<file path="src/ctm_pkg.sv">
// constants, carrier types and mode codes for the chip test mode select block
// assumes one 250 MHz clock; pins are synchronised inside the top module
//
// Function
// reset clears register except during pad test
// tester holds ready low to clear pad test
// software avoids writing register in normal use
// sub-test code meaningful with one major bit
// bit 4 enables RAM stress in all RAMs
// host test needs ready low at write
// decode sub-test code into eight host tests
// codes 1-7 redirect address pins, drop interlock
// test off: pins carry address 23:16 when mastering
// code 0 mirrors source bus onto pins
// bit 2 puts sequencer into test mode
// fifo test: byte fills whole word, pointer increments
// fifo port write while disabled flags illegal address
// fifo port reads stay one byte wide
// target bus test needs ready high at write
// recognise non-monitor test codes
// recognise monitor-enabled test codes
// pad AND strings drive upper address pins
// pad test: reset ignored until ready low
// pad test left by write or reset
// pads high test drives all pads at ready rise
// tester runs no I/O in pads high test
// write with ready high clears host test
// illegal monitor holds error register, no pause
// register reads back last written value; code returns it with bit 3 and bit 0 gated by ready at the write
package ctm_pkg;

    // ********************************
    // register map
    // ********************************
    localparam logic [7:0] TEST_SELECT_ADDR = 8'h9f;
    localparam logic [7:0] TEST_SELECT_RST  = 8'h00;

    localparam int BIT_TARGET = 0;
    localparam int BIT_FIFO   = 1;
    localparam int BIT_SEQ    = 2;
    localparam int BIT_HOST   = 3;
    localparam int BIT_RAM    = 4;
    localparam int SUB_LSB    = 5;
    localparam int SUB_MSB    = 7;

    // ********************************
    // host sub-tests
    // ********************************
    typedef enum logic [2:0] {
        CTM_HT_MONITOR  = 3'h0,
        CTM_HT_INPAD    = 3'h1,
        CTM_HT_PAD_HIGH = 3'h2,
        CTM_HT_PAD_LOW  = 3'h3,
        CTM_HT_COUNT    = 3'h4,
        CTM_HT_ADDR     = 3'h5,
        CTM_HT_PARITY   = 3'h6,
        CTM_HT_RAMDATA  = 3'h7
    } ctm_subtest_t;

    // illegal address monitor shares code 1 with bit 2 set (value 2c)
    localparam logic [7:0] CODE_ILLEGAL_MON = 8'h2c;
    localparam logic [7:0] CODE_OSCILLATOR  = 8'h2b;

    // ********************************
    // carriers
    // ********************************
    typedef struct packed {
        logic       wr;      // one-cycle write strobe
        logic       rd;      // one-cycle read strobe
        logic [7:0] addr;
        logic [7:0] wdata;
    } ctm_io_t;

    typedef struct packed {
        logic ram_stress_enable;
        logic host_test_enable;
        logic sequencer_test_enable;
        logic fifo_fill_test_enable;
        logic target_bus_test_enable;
        logic cycle_start_interlock_off;
        logic error_hold;
        logic pause_inhibit;
        logic code_known;
        logic monitor_code;
    } ctm_mode_t;

    typedef struct packed {
        logic        we;
        logic [31:0] data;
        logic [3:0]  byte_en;
    } ctm_fifo_wr_t;

endpackage : ctm_pkg

</file>
<file path="src/ctm_select.sv">
// chip test mode select: test register, mode decode, upper address mux,
// fifo fill path and pad test controls
// assumes io strobes arrive on clk; pins (ready, reset, pad strings) are async
`timescale 1ns/1ps

module ctm_select #(
    parameter int FIFO_AW = 5
) (
    input  wire logic                    clk,
    input  wire logic                    rst_n,
    input  wire logic                    power_on_reset,
    input  wire logic                    host_bus_reset_in,
    input  wire logic                    bus_ready_in,
    input  wire ctm_pkg::ctm_io_t        io,
    output logic [7:0]                   io_rdata,
    output logic                         io_rvalid,
    input  wire logic [7:0]              internal_source_bus,
    input  wire logic [7:0]              mem_address_hi,
    input  wire logic                    bus_master_state,
    input  wire logic [7:0]              internal_test_signals,
    input  wire logic [7:0]              pad_and_strings,
    input  wire logic                    fifo_port_write_enable,
    input  wire logic                    fifo_port_wr,
    input  wire logic                    fifo_port_rd,
    input  wire logic [31:0]             fifo_read_word,
    output logic [7:0]                   fifo_read_byte,
    output ctm_pkg::ctm_fifo_wr_t        fifo_wr,
    output logic [FIFO_AW-1:0]           fifo_write_pointer,
    output logic                         illegal_address_error,
    output logic [7:0]                   upper_address_outputs,
    output logic                         upper_address_oe,
    output logic                         all_pads_force_high,
    output logic                         all_pads_force_low,
    output ctm_pkg::ctm_mode_t           mode,
    output logic [2:0]                   subtest_code,
    output logic [7:0]                   host_subtest_decode
);
    import ctm_pkg::*;

    // ********************************
    // pin synchronisers
    // ********************************
    logic [2:0] sync_a;
    logic [2:0] sync_b;
    logic [7:0] str_a;
    logic [7:0] str_b;
    logic       ready_d;

    always_ff @(posedge clk) begin
        sync_a <= {power_on_reset, host_bus_reset_in, bus_ready_in};
        sync_b <= sync_a;
        str_a  <= pad_and_strings;
        str_b  <= str_a;
    end

    wire ready_s  = sync_b[0];
    wire hreset_s = sync_b[1];
    wire por_s    = sync_b[2];
    wire ready_rise = ready_s & ~ready_d;

    // ********************************
    // test select register
    // ********************************
    logic [7:0] test_select;
    logic       pad_high_armed;
    logic       pad_low_armed;

    wire sel_wr   = io.wr && (io.addr == TEST_SELECT_ADDR);
    wire sel_rd   = io.rd && (io.addr == TEST_SELECT_ADDR);
    wire [2:0] sub = test_select[SUB_MSB:SUB_LSB];
    wire host_on  = test_select[BIT_HOST];
    wire inpad_on = host_on && (sub == CTM_HT_INPAD);
    // pad test survives a bus reset until the tester drops ready
    wire clear_req = por_s || (hreset_s && !(inpad_on && ready_s));

    // host test only arms when ready is low; target test only when high
    wire [7:0] wr_value = {io.wdata[7:4],
                           io.wdata[BIT_HOST] & ~ready_s,
                           io.wdata[2:1],
                           io.wdata[BIT_TARGET] & ready_s};

    wire [7:0] next_test_select = clear_req ? TEST_SELECT_RST :
                                  sel_wr    ? wr_value : test_select;

    always_ff @(posedge clk) begin
        if (!rst_n) begin
            test_select <= TEST_SELECT_RST;
            // ready idles high; a low reset value would fake a rise
            ready_d     <= 1'b1;
        end else begin
            test_select <= next_test_select;
            ready_d     <= ready_s;
        end
    end

    // ********************************
    // output pad force modes
    // ********************************
    // pads start driving at the first ready rise after the write; a bus
    // reset or a test select write leaves, io writes are not expected meanwhile
    wire pad_high_sel = host_on && (sub == CTM_HT_PAD_HIGH);
    wire pad_low_sel  = host_on && (sub == CTM_HT_PAD_LOW);

    always_ff @(posedge clk) begin
        if (!rst_n || clear_req || sel_wr) begin
            pad_high_armed <= 1'b0;
            pad_low_armed  <= 1'b0;
        end else begin
            if (pad_high_sel && ready_rise) pad_high_armed <= 1'b1;
            if (pad_low_sel && ready_rise)  pad_low_armed  <= 1'b1;
        end
    end

    assign all_pads_force_high = pad_high_armed;
    assign all_pads_force_low  = pad_low_armed;

    // ********************************
    // mode decode
    // ********************************
    function automatic logic one_hot5(input logic [4:0] v);
        one_hot5 = (v != 5'h00) && ((v & (v - 5'h01)) == 5'h00);
    endfunction

    function automatic logic [1:0] code_class(input logic [7:0] c);
        // bit 1 known, bit 0 monitor enabled
        case (c)
            8'h00, 8'h02, 8'h04, 8'h10, 8'h12,
            8'h14, 8'hd4, 8'hf4:                  code_class = 2'b10;
            8'h08, 8'h0c, 8'h18, 8'h1a, 8'h1c,
            8'h29, 8'h2b, 8'h2c, 8'h49, 8'h69,
            8'h88, 8'ha8, 8'hdc, 8'hfc:           code_class = 2'b11;
            default:                              code_class = 2'b00;
        endcase
    endfunction

    wire [1:0] cls       = code_class(test_select);
    wire       sub_valid = one_hot5(test_select[4:0]) || host_on;
    wire       illegal_mon = (test_select == CODE_ILLEGAL_MON);

    assign subtest_code = sub_valid ? sub : 3'h0;

    genvar g;
    generate
        for (g = 0; g < 8; g++) begin : g_dec
            assign host_subtest_decode[g] = host_on && (sub == 3'(g));
        end
    endgenerate

    always_comb begin
        mode.ram_stress_enable         = test_select[BIT_RAM];
        mode.host_test_enable          = host_on;
        mode.sequencer_test_enable     = test_select[BIT_SEQ];
        mode.fifo_fill_test_enable     = test_select[BIT_FIFO];
        mode.target_bus_test_enable    = test_select[BIT_TARGET];
        mode.cycle_start_interlock_off = host_on && (sub != CTM_HT_MONITOR);
        mode.error_hold                = illegal_mon;
        mode.pause_inhibit             = illegal_mon;
        mode.code_known                = cls[1];
        mode.monitor_code              = cls[0];
    end

    // ********************************
    // upper address outputs
    // ********************************
    // pad strings are already and-reduced outside; the reset pin's own
    // string input is held high during pad test until ready drops
    wire [7:0] strings = {str_b[7] | (hreset_s & ready_s), str_b[6:0]};
    logic [7:0] next_upper;

    always_comb begin
        if (!host_on) begin
            next_upper = mem_address_hi;
        end else if (sub == CTM_HT_MONITOR) begin
            next_upper = internal_source_bus;
        end else if (sub == CTM_HT_INPAD && test_select != CODE_OSCILLATOR) begin
            next_upper = strings;
        end else if (pad_high_armed) begin
            next_upper = 8'hff;
        end else if (pad_low_armed) begin
            next_upper = 8'h00;
        end else begin
            next_upper = internal_test_signals;
        end
    end

    always_ff @(posedge clk) begin
        if (!rst_n) begin
            upper_address_outputs <= 8'h00;
            upper_address_oe      <= 1'b0;
        end else begin
            upper_address_outputs <= next_upper;
            upper_address_oe      <= host_on ? 1'b1 : bus_master_state;
        end
    end

    // ********************************
    // fifo fill path
    // ********************************
    wire fill_hit = fifo_port_wr && fifo_port_write_enable && test_select[BIT_FIFO];

    always_ff @(posedge clk) begin
        if (!rst_n) begin
            fifo_write_pointer    <= '0;
            fifo_wr               <= '0;
            illegal_address_error <= 1'b0;
            fifo_read_byte        <= 8'h00;
        end else begin
            fifo_wr.we      <= fill_hit;
            fifo_wr.data    <= {4{internal_source_bus}};
            fifo_wr.byte_en <= {4{fill_hit}};
            if (fill_hit) fifo_write_pointer <= fifo_write_pointer + 1'b1;
            // error register is held clear during illegal address monitor
            if (illegal_mon) illegal_address_error <= 1'b0;
            else if (fifo_port_wr && !fifo_port_write_enable)
                illegal_address_error <= 1'b1;
            if (fifo_port_rd)
                fifo_read_byte <= fifo_read_word[8*fifo_write_pointer[1:0] +: 8];
        end
    end

    // ********************************
    // register read
    // ********************************
    always_ff @(posedge clk) begin
        if (!rst_n) begin
            io_rdata  <= 8'h00;
            io_rvalid <= 1'b0;
        end else begin
            io_rvalid <= sel_rd;
            io_rdata  <= sel_rd ? test_select : 8'h00;
        end
    end

endmodule // ctm_select

</file>
<file path="config.mk">
export PLATFORM = sky130hd
export DESIGN_NAME = ctm_select
export DESIGN_NICKNAME = d
export VERILOG_FILES = /design/src/ctm_pkg.sv /design/src/ctm_select.sv
export SDC_FILE = /design/constraint.sdc
export NUM_CORES = 1
export LEC_CHECK = 0
export BUFFER_PORTS_ARGS = -buffer_cell sky130_fd_sc_hd__buf_2
export CORE_MARGIN = 2
export CORE_UTILIZATION = 33
export CTS_CLUSTER_SIZE = 30
export DETAILED_ROUTE_END_ITERATION = 16
export PLACE_DENSITY = 0.67
export SYNTH_ARGS = -nofsm -noshare
export SYNTH_HDL_FRONTEND = slang
export SYNTH_SLANG_ARGS = --single-unit
</file>
<file path="constraint.sdc">
create_clock -name clk -period 2.8 [get_ports clk]
set_input_delay 0.84 -clock clk [delete_from_list [all_inputs] [get_ports clk]]
set_output_delay 0.84 -clock clk [all_outputs]
set_load 0.03 [all_outputs]
</file>
==> flow_summary.ini <==
[critical_path]
required_ns = 1.96
cp-start-kind = flip-flop
critPathMaxStageDelay_ns = 0.45
reg2reg_from = test_select[5]$_SDFFE_PP0P_
r2r_end = all_pads_force_low$_SDFFE_PP0P_
crit_path_start = test_select[2]$_SDFFE_PP0P_
r2r_slack_ns = 1.17
worst_setup_path_end_kind = output port
path_cells = nand2b_1 -> a31o_2 -> o21ai_0 -> and2_1 -> buf_2
crit_path_max_fanout = 11
r2r_cells = 5
critPathArrivalTime_ns = 1.85
crit_end = subtest_code[2]
crit_type = reg -> out
cp_slowest_cell = dfxtp_2

[timing]
period_share_pct = 96.04
setup_viol = 0
finalClockSkew_ns = 0.01449
grt_setup_unrepaired = false
fmax_mhz = 371.9
finalMaxSlewViolations = 0
holdWs_ns = 0.3220
slew_headroom_pct = 65.77
worst_pin_slew_ns = 0.5128
fin_crit_ns = 2.689
finalSetupTns_ns = 0
final-hold-violation-count = 0

[route]
firstDrtPassIters = 6
wl_per_cell_um = 14.80
avgViaCountPerCell = 4.693
routed_wirelength_mm = 8.641
detail-route-antenna-nets = 0
drc = 0
vias = 2741
drt-initial-drc-count = 101

[global_route]
grt_pass1_wl_mm = 12.78
grt_usage_pct = 16.08
antenna_found_initial = 0
grt_max_degree = 23
overflow = 0
grt_pass1_vias = 2653

[clock_network]
postCtsSetupBuffers = 0
cts_tree = yes
clockBufferDepth = 2
clock_latency_ns = 0.35
cts.clk_slew.worst_paths_ns = 0.09
cts_buffers = 9
cts.sinks = 74
htree_num_levels = 3
cts-root-buf = clkbuf_8

[yosys]
synth_fa_ha_area_share_pct = 0.3959
yosysWarnings = 0
synth_area_um2 = 3161
synthCells = 306
synth_top_area_cell = dfxtp_1
yosysSeqAreaShare_pct = 46.87
ys_top_cells_by_area = dfxtp_1 47%, buf_4 9.3%, mux4_2 5.7%
synth-simple-area-share_pct = 18.80
synth_top_area_share_pct = 46.87
ys_ff_latch = 74
synth_compound_area_share_pct = 9.580
synth_top_family_by_area = simple AND/OR/NAND/NOR gates
syn_nets = 398
synth_cell_type_count = 47
avgSynthCellArea_um2 = 10.33
synthXorXnorAreaFrac_pct = 1.108
synth.area.mux_share_pct = 10.45

[place]
place_area_um2 = 3908
gp_congestion = 0.8667
port_buffers = 182
place_hpwl_mm = 6.601

[power]
p_leak_uw = 0.001950
power-per-cell-area_nw_per_um2 = 516.0
ir_worst_vdd_v = 0.0002086

[layout]
syn2layout_area_growth_pct = 30.05
final_common_cell = buf_2
fin_util_pct = 44.27
nets = 542
final_cell_mix = 182 x buf_2, 67 x dfxtp_1, 28 x nor2_1
fin_area_um2 = 4110
fill_cells = 954
diodes = 0
drive_above_1_share_pct = 51.87

[floorplan]
die-height_um = 101.9
die_x_um = 101.9
ios = 183
row_count = 35
start_util_pct = 34.04
dieArea_um2 = 10380
fp.coreArea_um2 = 9284

[outcome]
status = completed

[min_path]
min_from = str_a[4]$_DFF_P_
hold_path.class = reg -> reg

[run]
max_cap_viol_count = 0
-- state kept, by name, summed over array words and instances (netlist names) --
signal,count
test_select,8
fifo_write_pointer,5
upper_address_outputs,8
illegal_address_error,1
str_b,8
ready_d,1
all_pads_force_high,1
fifo_wr,9
upper_address_oe,1
io_rdata,8
sync_b,3
sync_a,3
fifo_read_byte,8
all_pads_force_low,1
str_a,8
io_rvalid,1
-- repair_timing --
| action | in CTS | in global routing |
|---|---|---|
| hold buffers | 0 | 0 |
| endpoints found under the setup margin | 4 | 7 |
| hold endpoints to repair | 0 | 0 |
| resized for setup | 2 | 7 |
-- synth_stat cells (all sizes together) --
master,instances
dfxtp,74
buf,51
nor2,28
a21oi,25
and2,17
mux2i,15
inv,9
mux4,8
a222oi,7
nand2,7
or2,7
nor4,6
nand2b,5
nand3,5
nor3,5
clkbuf,4
nor3b,4
nand4,3
xor2,3
a41oi,2
nand3b,2
nand4bb,2
o21a,2
o21ai,2
or3,2
a2111o,1
a211o,1
a22oi,1
a31o,1
and3,1
and3b,1
ha,1
nor2b,1
o311ai,1
o31a,1
xnor2,1
-- how the worst min path moves through the flow --
stage,end,slack (ns),cells past startpoint
after global placement,str_b[3]$_DFF_P_,0.31,0
after CTS,str_b[4]$_DFF_P_,0.32,0
final,str_b[4]$_DFF_P_,0.32,0
after floorplan,str_b[0]$_DFF_P_,0.31,0
after detailed placement,str_b[7]$_DFF_P_,0.31,0
after global routing,str_b[3]$_DFF_P_,0.33,0
-- cell families after synthesis --
logic type	after synthesis
and+or+nand+nor	96
muxes	23
adders and majority gates	1
AOI/OAI and AO/OA	44
buffers and inverters	64
DFF	74
xor gates and xnor gates	4
-- report_power, final --
part           leakage [uW]  switching (uW)  total, uW  internal [uW]
Sequential         0.000615            16.4       1110           1090
Combinational       0.00125             143        244            101
Clock             0.0000804             437        770            333
-- layer usage --
layer	vias up	GRT usage (%)	part of all wire, %
li1	1314	-	-
met1	1275	19.36	40
met2	138	26.87	49
met3	14	4.036	8.3
met4	0	7.795	2.2
met5	-	0	0
-- critical path: cells and delay by family (launching register included) --
family / cells / cell delay [ns]
buf+inv: 1 / 0.19
simple gates: 2 / 0.35
compound gates: 2 / 0.51
flops: 1 / 0.45
-- stage by stage --
| stage | setup WS (ns) | power [uW] | instances |
|---|---|---|---|
| after floorplan | 0.2755 | 1285 | 306 |
| after global placement | 0.3551 | 1374 | 568 |
| after detailed placement | 0.3819 | 1377 | 568 |
| after CTS | 0.01495 | 2152 | 584 |
| after global routing | 0.009485 | 2215 | 584 |
| final | 0.1108 | 2121 | 584 |
-- final cells by class --
type / count / area (um^2) / area share [%]
tap: 129 / 161.4 / 3.927
inverter: 9 / 33.78 / 0.8219
multi-input combinational: 168 / 1286 / 31.29
sequential: 74 / 1490 / 36.26
timing repair buffer: 188 / 955.9 / 23.26
clock inverter: 7 / 58.81 / 1.431
clock buffer: 9 / 123.9 / 3.014
Note: power is estimated with default switching activity, not from simulation.
